**config.mk**
```make
export PLATFORM = sky130hd
export DESIGN_NAME = gat_translate
export DESIGN_NICKNAME = d
export VERILOG_FILES = /design/src/design/gat_pkg.sv /design/src/design/gat_fetch_if.sv /design/src/design/gat_entry_fetch.sv /design/src/design/gat_translate.sv
export SDC_FILE = /design/constraint.sdc
export NUM_CORES = 1
export LEC_CHECK = 0
export BUFFER_PORTS_ARGS = -buffer_cell sky130_fd_sc_hd__buf_4
export CORE_MARGIN = 10
export CORE_UTILIZATION = 50
export DETAILED_ROUTE_END_ITERATION = 16
export GPL_ROUTABILITY_DRIVEN = 0
export GPL_TIMING_DRIVEN = 1
export PLACE_DENSITY_LB_ADDON = 0.25
export SKIP_LAST_GASP = 1
export SLEW_MARGIN = 10
export SYNTH_ARGS = -nofsm -noshare
export SYNTH_HDL_FRONTEND = slang
export SYNTH_SLANG_ARGS = --single-unit
```
**constraint.sdc**
```tcl
create_clock -name clk -period 9.1 [get_ports clk]
set_input_delay 1.82 -clock clk [delete_from_list [all_inputs] [get_ports clk]]
set_output_delay 1.82 -clock clk [all_outputs]
set_load 0.02 [all_outputs]
```
**src/design/gat_pkg.sv**
```systemverilog
// package for the graphics address translation block
// assumes a single 20 MHz clock domain and no register bus
package gat_pkg;
  // ==========================================================
  // geometry
  // ==========================================================
  localparam int PAGE_SHIFT     = 12;
  localparam int LOG_ADDR_W     = 32;
  localparam int PHYS_ADDR_W    = 36;
  localparam int ENTRY_BYTES    = 4;
  localparam int ENTRY_SHIFT    = 2;
  localparam int GLOBAL_PAGES   = 128;
  localparam int PROCESS_PAGES  = 512;
  localparam int ENTRIES_PER_PG = 1024;
  localparam int GLOBAL_ENTRIES = GLOBAL_PAGES * ENTRIES_PER_PG;
  localparam int PROCESS_ENTRIES = PROCESS_PAGES * ENTRIES_PER_PG;
  localparam int GLOBAL_IDX_W   = 17;
  localparam int PROCESS_IDX_W  = 19;
  localparam int FRAME_W        = PHYS_ADDR_W - PAGE_SHIFT;
  localparam int ENTRY_W        = 32;
  localparam int CLIENT_W       = 4;
  localparam int SELECT_W       = 6;
  // ==========================================================
  // entry fields (valid bit, snoop bit, frame field)
  // ==========================================================
  localparam int ENT_VALID      = 0;
  localparam int ENT_SNOOP      = 1;
  localparam int ENT_FRAME_LO   = 12;
  localparam int ENT_FRAME_HI   = 31;
  localparam logic [PHYS_ADDR_W-1:0] STOLEN_TABLE_OFFSET = 36'h0_0000_0000;
  // ==========================================================
  // table select control bit positions
  // ==========================================================
  localparam int SEL_RENDER_DATA = 0;
  localparam int SEL_SAMPLER     = 1;
  localparam int SEL_RING        = 2;
  localparam int SEL_VERTEX      = 3;
  localparam int SEL_INDIRECT    = 4;
  localparam int SEL_BATCH       = 5;
  // ==========================================================
  // clients
  // ==========================================================
  typedef enum logic [CLIENT_W-1:0] {
    GAT_CL_HOST, GAT_CL_DISPLAY, GAT_CL_OVERLAY, GAT_CL_CURSOR,
    GAT_CL_RING, GAT_CL_BATCH, GAT_CL_INDIRECT, GAT_CL_CONSTANT,
    GAT_CL_MEDIA, GAT_CL_VERTEX, GAT_CL_SAMPLER, GAT_CL_RENDER,
    GAT_CL_DEPTH, GAT_CL_BLIT, GAT_CL_STORE_IMM, GAT_CL_PIPE_SYNC
  } gat_client_t;
endpackage

```
**src/design/gat_fetch_if.sv**
```systemverilog
// interface between the translator and its entry fetch unit
// assumes one clock, shared with both modules
`timescale 1ns/1ps
interface gat_fetch_if;
  import gat_pkg::*;
  logic                   req;
  logic [PHYS_ADDR_W-1:0] addr;
  logic                   done;
  logic [ENTRY_W-1:0]     entry;
  modport master (output req, output addr, input done, input entry);
  modport slave  (input req, input addr, output done, output entry);
endinterface

```
**src/design/gat_entry_fetch.sv**
```systemverilog
// entry fetch unit: one 4-byte table read from main memory per request
// assumes the memory path answers with a one-cycle valid pulse
`timescale 1ns/1ps
module gat_entry_fetch
  import gat_pkg::*;
(
  input  wire logic                      clk,
  input  wire logic                      reset,
  gat_fetch_if.slave                     fch,
  output logic                           memReq,
  output logic [PHYS_ADDR_W-1:0]         memAddr,
  input  wire logic                      memValid,
  input  wire logic [ENTRY_W-1:0]        memData
);
  logic busy_q;
  logic done_q;
  logic [ENTRY_W-1:0] entry_q;
  // ==========================================================
  // single outstanding read
  // ==========================================================
  always_ff @(posedge clk or posedge reset) begin
    if (reset) begin
      busy_q  <= 1'b0;
      memReq  <= 1'b0;
      memAddr <= '0;
      done_q  <= 1'b0;
      entry_q <= '0;
    end else begin
      done_q <= 1'b0;
      memReq <= 1'b0;
      if (!busy_q && fch.req) begin
        busy_q  <= 1'b1;
        memReq  <= 1'b1;
        memAddr <= fch.addr;
      end else if (busy_q && memValid) begin
        busy_q  <= 1'b0;
        done_q  <= 1'b1;
        entry_q <= memData;
      end
    end
  end
  assign fch.done  = done_q;
  assign fch.entry = entry_q;
endmodule // gat_entry_fetch

```
**src/design/gat_translate.sv**
```systemverilog
// graphics address translation: logical page to physical page via tables
// assumes entries live in main memory, reached by a single read port
// What this block does
// - translate logical address to 4KB physical page
// - tables are 4-byte entries in memory
// - global table at most 128 pages
// - process table at most 512 pages
// - disabled process table falls back to global
// - host and display always use global table
// - global table base at stolen offset zero
// - global entries updated via aperture or command
// - all base addresses are physical, used untranslated
// - valid entry maps unsnooped or snooped memory
// - select bits 2,5,4 for ring,batch,indirect
// - select bits 3,1,0 vertex,sampler,render/depth/blit
// - referenced data follows fetching command's table
// - pipeline sync write uses command's field
// - depth cache allows only unsnooped pages
`timescale 1ns/1ps
module gat_translate
  import gat_pkg::*;
(
  input  wire logic                       clk,
  input  wire logic                       reset,
  input  wire logic [PHYS_ADDR_W-1:0]     stolenBase,
  input  wire logic [PHYS_ADDR_W-1:0]     processBase,
  input  wire logic                       processEnable,
  input  wire logic [SELECT_W-1:0]        tableSelectControl,
  input  wire logic                       reqValid,
  input  wire gat_pkg::gat_client_t       reqClient,
  input  wire logic [LOG_ADDR_W-1:0]      reqAddr,
  input  wire logic                       reqCmdProcess,
  output logic                            reqReady,
  output logic                            rspValid,
  output logic [PHYS_ADDR_W-1:0]          rspAddr,
  output logic                            rspSnooped,
  output logic                            rspFault,
  output logic                            rspUsedProcess,
  input  wire logic                       updValid,
  input  wire logic [GLOBAL_IDX_W-1:0]    updIndex,
  input  wire logic [ENTRY_W-1:0]         updEntry,
  output logic                            updWrite,
  output logic [PHYS_ADDR_W-1:0]          updAddr,
  output logic [ENTRY_W-1:0]              updData,
  output logic                            memReq,
  output logic [PHYS_ADDR_W-1:0]          memAddr,
  input  wire logic                       memValid,
  input  wire logic [ENTRY_W-1:0]         memData
);
  import gat_pkg::*;
  typedef enum logic [1:0] {GAT_IDLE, GAT_FETCH, GAT_DONE} gat_state_t;
  gat_state_t state_q;
  gat_fetch_if fch();
  gat_entry_fetch u_fetch (
    .clk      (clk),
    .reset    (reset),
    .fch      (fch),
    .memReq   (memReq),
    .memAddr  (memAddr),
    .memValid (memValid),
    .memData  (memData)
  );
  // ==========================================================
  // table choice
  // ==========================================================
  logic                   selBit;
  logic                   wantProcess;
  logic                   useProcess;
  logic                   globalOnly;
  logic                   followsCmd;
  logic [PAGE_SHIFT-1:0]  pageOffset;
  logic [LOG_ADDR_W-PAGE_SHIFT-1:0] pageNum;
  logic                   inRangeGlobal;
  logic                   inRangeProcess;
  logic [PHYS_ADDR_W-1:0] globalEntryAddr;
  logic [PHYS_ADDR_W-1:0] processEntryAddr;
  logic [PHYS_ADDR_W-1:0] updEntryAddr;
  always_comb begin
    selBit     = 1'b0;
    followsCmd = 1'b0;
    globalOnly = 1'b0;
    unique case (reqClient)
      GAT_CL_HOST, GAT_CL_DISPLAY,
      GAT_CL_OVERLAY, GAT_CL_CURSOR: globalOnly = 1'b1;
      GAT_CL_RING:     selBit = tableSelectControl[SEL_RING];
      GAT_CL_BATCH:    selBit = tableSelectControl[SEL_BATCH];
      GAT_CL_INDIRECT: selBit = tableSelectControl[SEL_INDIRECT];
      GAT_CL_VERTEX:   selBit = tableSelectControl[SEL_VERTEX];
      GAT_CL_SAMPLER:  selBit = tableSelectControl[SEL_SAMPLER];
      GAT_CL_RENDER, GAT_CL_DEPTH,
      GAT_CL_BLIT:     selBit = tableSelectControl[SEL_RENDER_DATA];
      GAT_CL_CONSTANT, GAT_CL_MEDIA,
      GAT_CL_STORE_IMM: followsCmd = 1'b1;
      GAT_CL_PIPE_SYNC: followsCmd = 1'b1;
    endcase
  end
  assign wantProcess = globalOnly ? 1'b0 : (followsCmd ? reqCmdProcess : selBit);
  assign useProcess  = wantProcess && processEnable;
  assign pageOffset  = reqAddr[PAGE_SHIFT-1:0];
  assign pageNum     = reqAddr[LOG_ADDR_W-1:PAGE_SHIFT];
  // pages beyond the table extent are faults
  assign inRangeGlobal  = (pageNum < (LOG_ADDR_W-PAGE_SHIFT)'(GLOBAL_ENTRIES));
  assign inRangeProcess = (pageNum < (LOG_ADDR_W-PAGE_SHIFT)'(PROCESS_ENTRIES));
  // global table sits at offset zero of the stolen region
  assign globalEntryAddr = stolenBase + STOLEN_TABLE_OFFSET
                         + {{(PHYS_ADDR_W-LOG_ADDR_W+PAGE_SHIFT){1'b0}}, pageNum}
                           * PHYS_ADDR_W'(ENTRY_BYTES);
  assign processEntryAddr = processBase
                         + {{(PHYS_ADDR_W-LOG_ADDR_W+PAGE_SHIFT){1'b0}}, pageNum}
                           * PHYS_ADDR_W'(ENTRY_BYTES);
  assign updEntryAddr = stolenBase + STOLEN_TABLE_OFFSET
                      + {{(PHYS_ADDR_W-GLOBAL_IDX_W-ENTRY_SHIFT){1'b0}}, updIndex, 2'h0};
  // ==========================================================
  // request sequencing
  // ==========================================================
  logic [PAGE_SHIFT-1:0] offset_q;
  logic                  usedProc_q;
  logic                  depth_q;
  logic                  rangeOk;
  logic                  entValid;
  logic                  entSnoop;
  logic [FRAME_W-1:0]    entFrame;
  assign rangeOk  = useProcess ? inRangeProcess : inRangeGlobal;
  assign entValid = fch.entry[ENT_VALID];
  assign entSnoop = fch.entry[ENT_SNOOP];
  assign entFrame = FRAME_W'(fch.entry[ENT_FRAME_HI:ENT_FRAME_LO]);
  logic fetchSent_q;
  logic [PHYS_ADDR_W-1:0] fetchAddr_q;
  assign fch.req  = (state_q == GAT_FETCH) && !fetchSent_q;
  assign fch.addr = fetchAddr_q;
  always_ff @(posedge clk or posedge reset) begin
    if (reset) begin
      state_q        <= GAT_IDLE;
      reqReady       <= 1'b1;
      rspValid       <= 1'b0;
      rspAddr        <= '0;
      rspSnooped     <= 1'b0;
      rspFault       <= 1'b0;
      rspUsedProcess <= 1'b0;
      offset_q       <= '0;
      usedProc_q     <= 1'b0;
      depth_q        <= 1'b0;
      fetchSent_q    <= 1'b0;
      fetchAddr_q    <= '0;
    end else begin
      rspValid <= 1'b0;
      unique case (state_q)
        GAT_IDLE: if (reqValid && reqReady) begin
          reqReady   <= 1'b0;
          offset_q   <= pageOffset;
          usedProc_q <= useProcess;
          depth_q    <= (reqClient == GAT_CL_DEPTH);
          fetchAddr_q <= useProcess ? processEntryAddr : globalEntryAddr;
          if (rangeOk) begin
            state_q     <= GAT_FETCH;
            fetchSent_q <= 1'b0;
          end else begin
            rspValid       <= 1'b1;
            rspFault       <= 1'b1;
            rspAddr        <= '0;
            rspSnooped     <= 1'b0;
            rspUsedProcess <= useProcess;
            state_q        <= GAT_DONE;
          end
        end
        GAT_FETCH: begin
          fetchSent_q <= 1'b1;
          if (fch.done) begin
            rspValid       <= 1'b1;
            rspUsedProcess <= usedProc_q;
            rspAddr        <= {entFrame, offset_q};
            rspSnooped     <= entSnoop;
            rspFault       <= !entValid || (depth_q && entSnoop);
            state_q        <= GAT_DONE;
          end
        end
        GAT_DONE: begin
          reqReady <= 1'b1;
          state_q  <= GAT_IDLE;
        end
      endcase
    end
  end
  // ==========================================================
  // global entry updates through the aperture or update command
  // ==========================================================
  always_ff @(posedge clk or posedge reset) begin
    if (reset) begin
      updWrite <= 1'b0;
      updAddr  <= '0;
      updData  <= '0;
    end else begin
      updWrite <= updValid;
      if (updValid) begin
        updAddr <= updEntryAddr;
        updData <= updEntry;
      end
    end
  end
endmodule // gat_translate

```
# Word level (Yosys, flattened, before mapping)
# Cells that the tools add are included.
# Widths: inputs -> output; s select.
# totals
regBits	234
wordCells	112
output_inout_bits	147
# classes
mux	41
n_bitwise	1
order_cmp	2
reduce_logical	24
add_sub_neg	3
n_eq_ne	21
# ops
op	n
$mux 36	4
$add 36x22->36	2
$pmux 36 s2	1
$add 36x19->36	1
$eq 4x4->1 const B	8
$mux 1	25
$lt 20x18->1 const B	1
$lt 20x20->1 const B	1
$eq 4x3->1 const B	4
$pmux 1 s2	6
$eq 4x2->1 const B	2
$reduce_and 2->1	4
$reduce_or 4->1	2
$logic_and 1x1->1	6
$mux 2	3
$ne 2x2->1 const B	3
$pmux 1 s6	1
$pmux 2 s3	1
$reduce_bool 2->1	3
$eq 4x1->1 const B	1
$logic_not 4->1	1
$reduce_and 4->1	1
$logic_not 1->1	3
$reduce_and 3->1	1
7 further kinds	7

# Longest topological paths before layout
# Gate-level depths: netlist (run 1).
# depth
depth_word	10
mapped_depth	21

# By module
# A second synthesis (run 1) with hierarchy kept.
# hier_totals
hier_cells	1041
area_unflattened_um2	11742.5
# by_module_without_submodules
module	seq_area_each_um2	cells_each	area_per_inst_um2	n_inst
gat_translate	3980.1	890	8948.6	1
gat_entry_fetch	1776.7	151	2793.9	1

# Worst setup path before layout (run 1)
# Ideal clock, no wire load.
# synth_path
path_kind	input to register
start	input reqClient[1]
end	register fetchAddr_q[34] (netlist: fch.addr[34])
required_ps	9008
cell_stages	19
arrival_time_ps	5850
setup_slack_ps	3158
path_buffers	4
cell_sequence	buf_6 mux2i_2 a2111oi_4 a31oi_4 nor2_8 buf_2 buf_2 buf_1 nand2_1 nand2_1 ha_1 nor2b_1 o31a_1 o31a_1 a221o_2 a2111oi_4 nand4b_2 nor3_1 o31ai_2
# synth_between
elab_chain_len	7
# synth_rtl
element	line_no	source
from (decl)	gat_translate.sv:30	input wire gat_pkg::gat_client_t reqClient,
$eq 4x4->1 / $eq 4x3->1 (equally long branches)	gat_translate.sv:82	unique case (reqClient)
$reduce_or 3->1 / $reduce_or 4->1 (equally long branches)	--	
$pmux 1 s6 / $mux 1 (equally long branches)	gat_translate.sv:82	
$mux 1	gat_translate.sv:97	assign wantProcess = globalOnly ? 1'b0 : (followsCmd ? reqCmdProcess : selBit);
$mux 1 (*)	gat_translate.sv:97	
$logic_and 1x1->1 (*)	gat_translate.sv:98	assign useProcess = wantProcess && processEnable;
$mux 36 (*)	gat_translate.sv:153	fetchAddr_q <= useProcess ? processEntryAddr : globalEntryAddr;
to (signal assigned)	gat_translate.sv:153	
to (decl)	gat_translate.sv:128	logic [PHYS_ADDR_W-1:0] fetchAddr_q;
# Every way passes the cells marked *; elsewhere a longest branch is shown, timed or not.
# A chain may end at the register's enable or synchronous reset.

# Final worst setup path (run 1)
# layout_path
start	input reqClient[1]
end	register fetchAddr_q[35] (netlist: fch.addr[35])
# Same word-level chain as after synthesis.

==> summary.md, run 1 <==
| Metric | Value |
|---|---|
| Number of synthesized flops with an enable pin | 0 |
| Synth Instances | 1043 |
| Hold buffers post-CTS | 0 |
| Fin area | between 10000 and 15000 µm² |
| Switching Share | between 30% and 40% |
| Starting Density | 51.0% |
| Mapped cell area | about 11000 µm² |
| Post-synth top flop | dfrtp_1 |
| Die H | roughly 170 µm |
| Synthesis warning total | 0 |
| Largest net degree at the start of global routing | 92 |
| Worst path bufs/invs | 2 |
| Worst slew pin tran | around 1.1 ns |
| Delay-heaviest family, CP | compound AO/OA/AOI/OAI gates |
| Design Power | roughly 3.9 mW |
| Most frequent cells in the layout | 341 x buf_4, 219 x dfrtp_1, 173 x nand2_1 |
| Clock buffer depth | 3 |
| Most common cell after layout, fill and taps aside | buf_4 |
| Pre-CTS setup slack | roughly 2.5 ns |
| Critical path class | input port to register |
| RSZ-0062 raised after global routing | no |
| CP Launch Type | input port |
| Skew-Pair Late Insertion Delay | between 0.5 and 0.6 ns |
| Netlist cell types | 71 |
| Final Slew Violations | 0 |
| Max-slew headroom | between 20% and 30% |
| Crit-path slowest cell | a31oi_1 |
| DR vias/cell | 5.45 |
| Core Box Area | 21900 µm² |
| Syn Area/Cell | approximately 11 µm² |
| Io pins | approximately 350 |
| CTS Buf Count | 24 |
| WP data required | about 9.5 ns |
| Largest stage delay, worst path | 0.81 ns |
| CTS Root Cell | clkbuf_16 |
| Sequential power share | 38.7% |
| Clock sinks | 220 |
| CTS tree | done |
| Remaining DRCs | 0 |
| Post-route ant nets | 0 |
| #FFs+latches synth | 220 |
| Asr flop ratio synth | between 90% and 100% |
| Clock power share | 24.3% |
| Layout cells sized above 1 | between 30% and 40% |
| PD cells | 268 nW/µm² |
| Most used cell, CP | nand2_1 |
| Post-CTS setup buffer count | 0 |
| Crit path capture | fch.addr[35] |
| Final #Nets | ~1.6k |
| Worst r2r path cells | 6 |
| Crit Reg-Reg Endpoint | u_fetch.memAddr[28] |
| Worst setup margin | roughly 3.0 ns |
| Die width | roughly 170 µm |
| Seq/Total Area, Yosys | 49.4% |
| Worst-path fanout max | 22 |
| Setup_tns | 0 ns |
| Cell Int Power | 2.54 mW |
| Leak | 7.21 nW |
| Port-buffer cells | 334 |
| FF-to-FF setup slack | around 6.2 ns |
| Crit path time final | ~6.1 ns |
| DR iter-0 viols | 615 |
| Routed len/inst | roughly 20 µm |
| Placed instance area | approximately 14000 µm² |
| Reg2reg start | state_q[1] |
| Fmax | 165 MHz |
| First-pass DRT Iterations | 5 |
| Peak VDD IR | about 170 µV |
| Fin crit share | 66.7% |
| Initial antenna violation count | 2 |
| Gr usage total | ~22% |
| Hold Fails Final Rpt | 0 |
| Total gr overflow | 0 |
| First-pass GRT wire length | around 51000 µm |
| Cell depth of the worst setup path | 17 |
| Setup Viol. Count Final | 0 |
| Layout Skew | approximately 0.0076 ns |
| Filler cells | 1785 |
| CTS resizes | 0 |
| Crit path launch | reqClient[1] |
| Max cap viols | 0 |
| CTS clk-pin slew, worst paths | around 0.060 ns |
| Comb power frac | a little under two fifths |
| P&R area growth vs syn | 31.5% |
| Routed wire length | about 33000 µm |
| Cell row count | 54 |
| Path type of the worst min-delay path | register to register |
| Vias | ~9k |
| Vias in the first global route | between 9k and 10k |
| Crit end category | register |
| HPWL after DPL | around 25000 µm |
| Outcome | finished clean |
| CTS H-tree lvls | 1 |
| Critical-path cell list | buf_4, mux2i_2, a2111oi_4, a31o_2, nand2_1, buf_4, nand2_1, nand2_1, ha_1, and3_1, nand2_1, nor2_1, o211ai_1, a31oi_1, nand3_1, o31a_1, o31ai_1 |
| Net Switching | about 1.4 mW |
| Final Util | 67.0% |
| Die area | about 29000 µm² |
| Worst Path Arrival | 6.48 ns |
-- cells by family after synthesis --
family	Yosys count	share of synthesized area, %
xor gates and xnor gates	50	3.93
other	1	0.0336
DFF	220	49.4
AOI/OAI and AO/OA	234	14.7
and+or+nand+nor	296	11.9
muxes	124	12.4
buffers and inverters	76	2.85
adders and majority gates	42	4.85
-- per-stage QoR --
step                      hold slack [ns]  cells
after floorplan                     0.433   1046
after global placement              0.448   1618
after detailed placement            0.459   1618
after CTS                           0.468   1661
after global routing                0.489   1663
final                               0.459   1663
-- sequential cells by signal, indices dropped and copies added (netlist names), 2 cells and up --
register	cells
u_fetch.memAddr	36
u_fetch.fch.entry	22
offset_q	12
rspAddr	32
fch.addr	36
updData	32
updAddr	36
state_q	2
-- cell type report --
cell class                 count  area, µm²  share of cell area, %
sequential                   220       5510                   37.5
multi-input combinational    750       5370                   36.6
timing repair buffer         341       2560                   17.4
clock buffer                  36        696                   4.74
tap                          280        350                   2.39
inverter                      27        109                  0.742
clock inverter                 7       77.6                  0.529
antenna                        2       5.00                 0.0341
-- Yosys cell counts (all sizes together) (2+ instances only) --
cell | instances | area share (%)
a2111oi | 3 | 0.63
a211o | 4 | 0.31
a211oi | 10 | 0.72
a21o | 12 | 0.81
a21oi | 54 | 2.4
a221o | 3 | 0.28
a22o | 34 | 2.7
a31oi | 9 | 0.64
a41o | 2 | 0.18
and2 | 7 | 0.39
and3 | 10 | 0.56
buf | 23 | 1.1
clkbuf | 26 | 0.87
dfrtp | 219 | 49
fa | 2 | 0.36
ha | 40 | 4.5
inv | 27 | 0.91
mux2 | 108 | 11
mux2i | 16 | 1.5
nand2 | 173 | 5.8
nand2b | 8 | 0.45
nand3 | 19 | 0.85
nand4 | 4 | 0.22
nand4b | 3 | 0.29
nor2 | 43 | 1.6
nor2b | 4 | 0.22
nor3 | 14 | 0.63
o211ai | 4 | 0.27
o21a | 12 | 0.81
o21ai | 56 | 2.5
o21bai | 3 | 0.20
o22ai | 2 | 0.11
o31a | 6 | 0.47
o31ai | 8 | 0.63
o41ai | 2 | 0.16
or2 | 3 | 0.17
or3 | 3 | 0.21
xnor2 | 28 | 2.2
xor2 | 22 | 1.7
-- worst reg2reg max path, cell delays in order (launching register included) --
cell and delay, ns:
dfrtp_1 0.39, inv_1 0.08, ha_1 0.28, inv_1 0.17
nor3_2 0.95, buf_4 0.47, mux2_2 0.40
-- power groups by stage --
stage          Sequential [mW]  Combinational [mW]  Clock, mW
6_report                  1.52                1.45      0.954
5_1_grt                   1.56                1.59       1.01
4_1_cts                   1.52                1.47      0.973
3_5_place_dp              1.53                1.47          0
3_3_place_gp              1.51                1.44          0
2_1_floorplan             1.71               0.682          0
-- how the worst min path moves through the flow --
| stage | startpoint | to | slack [ns] | depth (start not counted) |
|---|---|---|---|---|
| after CTS | u_fetch.fch.entry[0] | rspFault | 0.47 | 1 |
| after detailed placement | fch.addr[11] | fch.addr[11] | 0.46 | 2 |
| after global routing | u_fetch.fch.entry[0] | rspFault | 0.49 | 1 |
| final | u_fetch.fch.entry[0] | rspFault | 0.46 | 1 |
| after global placement | u_fetch.fch.entry[0] | rspFault | 0.45 | 1 |
| after floorplan | fch.addr[11] | fch.addr[11] | 0.43 | 2 |
-- routing by layer --
| metal | track usage [%] | wire length [µm] |
|---|---|---|
| met4 | 6.49 | 879 |
| met3 | 9.19 | 3540 |
| met1 | 26.7 | 13400 |
| met5 | 0 | 0 |
| met2 | 35.2 | 15200 |
(Power assumes the default switching activity.)
==> run 2, diff against run 1 <==
--- a/config.mk
+++ b/config.mk
@@ -5,9 +5,10 @@
 export SDC_FILE = /design/constraint.sdc
 export NUM_CORES = 1
 export LEC_CHECK = 0
+export ABC_AREA = 1
 export BUFFER_PORTS_ARGS = -buffer_cell sky130_fd_sc_hd__buf_4
 export CORE_MARGIN = 10
-export CORE_UTILIZATION = 50
+export CORE_UTILIZATION = 47
 export DETAILED_ROUTE_END_ITERATION = 16
 export GPL_ROUTABILITY_DRIVEN = 0
 export GPL_TIMING_DRIVEN = 1
==> constraint.sdc (replaced) <==
create_clock -name clk -period 5.4 [get_ports clk]
set_input_delay 1.08 -clock clk [delete_from_list [all_inputs] [get_ports clk]]
set_output_delay 1.08 -clock clk [all_outputs]
set_load 0.02 [all_outputs]
==> summary.md, run 2 <==
| Metric | Value |
|---|---|
| Outcome | finished clean |
| Vias in the first global route | 11.2k (+19%) |
| Die H | 178 µm (+5.0%) |
| Synth Instances | 1480 (+42%) |
| CTS clk-pin slew, worst paths | 0.06 ns (about the same) |
| Largest net degree at the start of global routing | 135 (+47%) |
| Max cap viols | 0 (unchanged) |
| Worst setup margin | 1.03 ns (-2.00 ns) |
| Comb power frac | 37.0% (about the same) |
| Starting Density | 48.0% (-2.9 points) |
| Mapped cell area | 11700 µm² (+5.0%) |
| Initial antenna violation count | 1 (-1) |
| Clock sinks | 220 (unchanged) |
| Most common cell after layout, fill and taps aside | nand2_1 |
| Post-synth top flop | dfrtp_1 |
| Post-synth top area share | 46.8% (-2.4 points) |
| Port-buffer cells | 334 (unchanged) |
| Crit-path slowest cell | fa_1 |
| Final Slew Violations | 0 (unchanged) |
| Hold buffers post-CTS | 0 (unchanged) |
| Worst slew pin tran | 1.04 ns (-0.0993 ns) |
| Fin crit share | around four fifths |
| Syn Area/Cell | 7.92 µm² (-26%) |
| PD cells | 431 nW/µm² (+61%) |
| Max-slew headroom | 30.1% (+6.7 points) |
| Die area | 31600 µm² (+10%) |
| Most used cell, CP | nand2_1 |
| Leak | 8.04 nW (+12%) |
| Clock buffer depth | 3 (unchanged) |
| Worst-path fanout max | 43 (+95%) |
| Final #Nets | 2043 (+27%) |
| Post-CTS setup buffer count | 0 (unchanged) |
| CP Launch Type | input port |
| Placed instance area | 14500 µm² (+4.1%) |
| Synth top cells by count | 545 x nand2_1, 219 x dfrtp_1, 122 x inv_1 |
| Netlist cell types | 48 (-32%) |
| DR iter-0 viols | 796 (+29%) |
| CTS H-tree lvls | 1 (unchanged) |
| First-pass GRT wire length | 58600 µm (+14%) |
| Worst path bufs/invs | 5 (+3) |
| Die width | 178 µm (+5.0%) |
| Area leader, netlist | dfrtp_1 |
| Crit end category | register |
| Gr usage total | 22.9% (+0.90 points) |
| First-pass DRT Iterations | 5 (unchanged) |
| HPWL after DPL | 28900 µm (+15%) |
| Total gr overflow | 0 (unchanged) |
| Number of synthesized flops with an enable pin | 0 (unchanged) |
| Count leader, synth | nand2_1 |
| Delay-heaviest family, CP | simple AND/OR/NAND/NOR gates |
| Synthesis warning total | 0 (unchanged) |
| Net Switching | 2.48 mW (+79%) |
| Critical-path cell list | buf_4, inv_2, nand3_1, nand3_1, nand3_1, nand2_4, nand2_8, inv_4, nand2_1, nand2_1, ha_1, inv_1, fa_1, inv_1, nand2_1, o21ai_1, a21boi_0, o21ai_1, nand2_1, o21ai_1, a21oi_1, xnor2_1, nand2_1, nand2_1 |
| Layout Skew | 0.0273 ns (+0.0197 ns) |
| Core Box Area | 24400 µm² (+11%) |
| Setup Viol. Count Final | 0 (unchanged) |
| Setup_tns | 0 ns (unchanged) |
| RSZ-0062 raised after global routing | no |
| Most frequent cells in the layout | 545 x nand2_1, 341 x buf_4, 219 x dfrtp_1 |
| Routed len/inst | 17.5 µm (-12%) |
| Pre-CTS setup slack | 0.580 ns (-1.97 ns) |
| Sequential power share | 37.5% (-1.2 points) |
| Cell row count | 57 (+5.6%) |
| Largest stage delay, worst path | 0.38 ns (-0.43 ns) |
| Top cells by area, synth | dfrtp_1 47%, nand2_1 17%, o21ai_0 5.2% |
| P&R area growth vs syn | 30.3% |
| Vias | 11.0k (+21%) |
| Skew-Pair Late Insertion Delay | 0.53 ns (about the same) |
| Clock power share | 25.5% (+1.2 points) |
| Final Util | 62.6% (-4.4 points) |
| Asr flop ratio synth | 100% (unchanged) |
| Worst Path Arrival | 4.81 ns (-1.67 ns) |
| Critical path class | input port to register |
| Hold Fails Final Rpt | 0 (unchanged) |
| Layout cells sized above 1 | 25.1% (-12 points) |
| Io pins | 349 (unchanged) |
| Switching Share | 37.8% (+2.5 points) |
| Cell Int Power | 4.09 mW (+61%) |
| Crit path time final | approximately 4.4 ns |
| Fin area | 15300 µm² (+4.1%) |
| CTS resizes | 0 (unchanged) |
| CTS Root Cell | clkbuf_16 |
| DR vias/cell | 5.13 (-5.9%) |
| #FFs+latches synth | 220 (unchanged) |
| Remaining DRCs | 0 (unchanged) |
| Filler cells | 2187 (+23%) |
| Final hold slack | 0.472 ns (+0.0131 ns) |
| Fmax | around 230 MHz |
| Path type of the worst min-delay path | register to register |
| WP data required | 5.84 ns (-3.67 ns) |
| CTS Buf Count | 24 (unchanged) |
| Peak VDD IR | 263 µV (+56%) |
| Post-route ant nets | 0 (unchanged) |
| CTS tree | done |
| Seq/Total Area, Yosys | 47.0% (-2.4 points) |
| Routed wire length | 37500 µm (+14%) |
## run 2: path summary, 6_finish.rpt
path,start,endpoint,slack (ns),cells after the start
max,reqClient[1],fch.addr[18],1.03,24
min,updData[14],updData[14],0.47,2
max reg2reg,state_q[1],rspAddr[22],2.87,9
min reg2reg,updData[14],updData[14],0.47,2
max in group asynchronous,reset,updAddr[12],3.49,3
min in group asynchronous,reset,rspAddr[30],0.71,2
## run 2: metrics by stage
step | cells | total power [mW]
2_1_floorplan | 1483 | 3.96
3_3_place_gp | 2097 | 4.86
3_5_place_dp | 2097 | 4.93
4_1_cts | 2140 | 6.64
5_1_grt | 2141 | 7.01
6_report | 2141 | 6.57
## run 2: area by class of cell
cell class              instances  area [µm²]  share of cell area [%]
well taps                     324         405                    2.65
inverters                     130         494                    3.24
diodes                          1        2.50                  0.0164
multi-input cells            1081        5480                    35.9
clock inverters                13         161                    1.06
clock buffers                  30         643                    4.21
repair buffers                342        2580                    16.9
flip-flops and latches        220        5510                    36.1
## run 2: cells by family after synthesis
kind of cell,after synthesis,share of synthesized area [%]
buf+inv,182,6.42
compound gates,254,12.4
flops,220,47.0
xor+xnor,38,2.84
fa+ha+maj,42,4.61
other cells,1,0.0320
simple gates,743,26.7
## run 2: power by group through the flow
stage	combinational [mW]	clock [mW]	sequential [mW]
5_1_grt	2.71	1.77	2.53
2_1_floorplan	1.20	0	2.76
3_3_place_gp	2.38	0	2.47
4_1_cts	2.45	1.71	2.47
3_5_place_dp	2.44	0	2.49
6_report	2.43	1.68	2.47
## run 2: metal layers
metal  up-vias  routed length [µm]  track usage [%]  share of wire, %
met2       408               17400             37.3                46
met1      5093               15500             28.6                41
met3        73                3260             6.63               8.7
li1       5400                   -                -                 -
met4         0                1290             7.82               3.5
met5         -                   0                0                 0
## run 2: worst register-to-register path, delay by kind of cell (launching register included)
family | cells | cell delay (ns)
flip-flops | 1 | 0.37
AO/OA/AOI/OAI | 2 | 0.48
buffers and inverters | 4 | 1.03
AND/OR/NAND/NOR | 2 | 0.20
adder cells (fa/ha/maj) | 1 | 0.30
==> run 3, diff against run 2 <==
--- a/config.mk
+++ b/config.mk
@@ -8,7 +8,7 @@
 export ABC_AREA = 1
 export BUFFER_PORTS_ARGS = -buffer_cell sky130_fd_sc_hd__buf_4
 export CORE_MARGIN = 10
-export CORE_UTILIZATION = 47
+export CORE_UTILIZATION = 50
 export DETAILED_ROUTE_END_ITERATION = 16
 export GPL_ROUTABILITY_DRIVEN = 0
 export GPL_TIMING_DRIVEN = 1
==> constraint.sdc (replaced) <==
create_clock -name clk -period 4.5 [get_ports clk]
set_input_delay 0.9 -clock clk [delete_from_list [all_inputs] [get_ports clk]]
set_output_delay 0.9 -clock clk [all_outputs]
set_load 0.02 [all_outputs]
==> summary.md, run 3 (synthesis results as in run 2) <==
| Metric | Value |
|---|---|
| Remaining DRCs | 0 (unchanged) |
| CTS tree | done |
| First-pass DRT Iterations | 7 (+2) |
| Crit end category | register |
| CTS clk-pin slew, worst paths | 0.06 ns (about the same) |
| Routed wl met2 | 16900 µm (-2.7%) |
| Sequential Area | 5510 µm² (unchanged) |
| Layout Skew | 0.0150 ns (-0.0124 ns) |
| Die H | 173 µm (-2.7%) |
| Clock buffer depth | 3 (unchanged) |
| Routed len/inst | 17.1 µm (-2.3%) |
| Core Box Area | 22800 µm² (-6.3%) |
| CTS Root Cell | clkbuf_16 |
| CP Launch Type | input port |
| Final Slew Violations | 0 (unchanged) |
| Most frequent cells in the layout | 545 x nand2_1, 346 x buf_4, 219 x dfrtp_1 |
| P&R area growth vs syn | 30.6% |
| Hold buffers post-CTS | 0 (unchanged) |
| Starting Density | 51.3% (+3.2 points) |
| M1 WL | 15300 µm (-1.6%) |
| Crit Reg-Reg Endpoint | rspAddr[18] |
| Area of the multi-input gates | 5480 µm² (+0.11%) |
| CTS Buf Count | 25 (+4.2%) |
| Clock sinks | 220 (unchanged) |
| Most common cell after layout, fill and taps aside | nand2_1 |
| Layout cells sized above 1 | 25.2% (+0.096 points) |
| Path type of the worst min-delay path | input port to asynchronous set/reset pin |
| Worst-path fanout max | 19 (-56%) |
| Total gr overflow | 0 (unchanged) |
| Final hold slack | 0.399 ns (-0.0737 ns) |
| Ant diodes | 0 (-1) |
| Hold Fails Final Rpt | 0 (unchanged) |
| PD cells | 513 nW/µm² (+19%) |
| Skew-Pair Late Insertion Delay | 0.52 ns (about the same) |
| Routed wire length | 36500 µm (-2.6%) |
| RSZ-0062 raised after global routing | no |
| Die area | 30000 µm² (-5.3%) |
| Die width | 173 µm (-2.7%) |
| Largest net degree at the start of global routing | 129 (-4.4%) |
| Fin crit share | between 80% and 90% |
| FF-to-FF setup slack | 2.00 ns (-0.87 ns) |
| CTS resizes | 0 (unchanged) |
| Post-route ant nets | 0 (unchanged) |
| Worst slew pin tran | 1.07 ns (+0.0251 ns) |
| Outcome | finished clean |
| CTS H-tree lvls | 1 (unchanged) |
| DR iter-0 viols | 908 (+14%) |
| Crit path time final | between 3 and 4 ns |
| Io pins | 349 (unchanged) |
| Cell row count | 55 (-3.5%) |
| Filler cells | 1981 (-9.4%) |
| Fmax | about 280 MHz |
| DR vias/cell | 5.17 (+0.80%) |
| Leak | 8.06 nW (+0.34%) |
| Post-CTS setup buffer count | 0 (unchanged) |
| Max cap viols | 0 (unchanged) |
| DR top layer | met4 |
| Final Util | 67.0% (+4.4 points) |
| Vias | 11.0k (+0.47%) |
| Critical path class | input port to register |
| Reg2reg start | state_q[1] |
| Worst Path Arrival | 4.01 ns (-0.80 ns) |
| WP data required | 4.90 ns (-0.94 ns) |
| Peak VDD IR | 307 µV (+17%) |
| Fin area | 15300 µm² (+0.23%) |
| Met3 WL | 3290 µm (+0.89%) |
| Port-buffer cells | 334 (unchanged) |
| First-pass GRT wire length | 58100 µm (-0.75%) |
| Gr usage total | 23.4% (+0.50 points) |
| Setup_tns | 0 ns (unchanged) |
| Placed instance area | 14500 µm² (+0.21%) |
| Max-slew headroom | 28.4% (-1.7 points) |
| Initial antenna violation count | 0 (-1) |
| Worst r2r path cells | 9 (unchanged) |
| Setup Viol. Count Final | 0 (unchanged) |
| Vias in the first global route | 11.0k (-1.7%) |
| Final #Nets | 2049 (+0.29%) |
| HPWL after DPL | 28700 µm (-0.83%) |
==> run 3: cell count changes in the layout (fill, tap and decap cells not counted), sizes merged <==
| cell | before | now |
|---|---|---|
| diode | 1 | 0 |
| clkinv | 8 | 2 |
| buf | 342 | 347 |
| clkbuf | 30 | 38 |
| bufinv | 3 | 1 |
==> run 3: per-stage QoR <==
step / total power [mW] / cells / worst slack, ns
floorplan: 4.75 / 1483 / 0.573
global placement: 5.80 / 2091 / 0.488
detailed placement: 5.90 / 2091 / 0.403
CTS: 7.92 / 2134 / 0.957
global route: 8.38 / 2134 / 0.567
finish: 7.86 / 2134 / 0.893
==> run 3: worst max-delay path: stages <==
cell	delay [ns]
buf_4	0.13
inv_2	0.07
nor2_1	0.04
nor2_1	0.12
nand2_2	0.07
nand2_2	0.09
nor2_4	0.04
nand2_4	0.08
nand2_8	0.11
inv_4	0.17
nand2_1	0.07
nand2_1	0.06
ha_1	0.16
inv_1	0.06
fa_1	0.38
inv_1	0.08
nand2_1	0.07
o21ai_1	0.18
a21boi_0	0.17
o21ai_1	0.23
nand2_1	0.10
o21ai_1	0.25
a21oi_1	0.13
xnor2_1	0.14
nand2_1	0.06
nand2_1	0.04
==> run 3: power by group <==
group / internal (mW) / total [mW] / switching, mW
Sequential: 2.63 / 2.95 / 0.316
Clock: 1.20 / 1.99 / 0.794
Combinational: 1.09 / 2.92 / 1.82
Total: 4.92 / 7.86 / 2.93
==> run 3: area by class of cell <==
cell class / instances / area share (%)
sequential: 220 / 36.0
multi-input combinational: 1081 / 35.8
clock inverter: 5 / 0.441
tap: 313 / 2.56
clock buffer: 38 / 4.86
inverter: 130 / 3.23
timing repair buffer: 347 / 17.1
==> run 3: worst max-delay path by stage <==
stage | startpoint | endpoint | slack, ns | cells after the start
after floorplan | reqClient[1] | fch.addr[18] | 0.57 | 26
after global placement | reqClient[1] | fch.addr[29] | 0.49 | 26
after detailed placement | reqClient[2] | fch.addr[30] | 0.40 | 22
after CTS | reqClient[2] | fch.addr[30] | 0.96 | 22
after global routing | reqClient[1] | fch.addr[30] | 0.57 | 22
final | reqClient[2] | fch.addr[18] | 0.89 | 26
==> run 3: metal layers <==
metal	GRT usage (%)	vias up
li1	-	5410
met1	29.3	5131
met2	38.4	426
met3	7.06	59
met4	6.61	0
met5	0	-
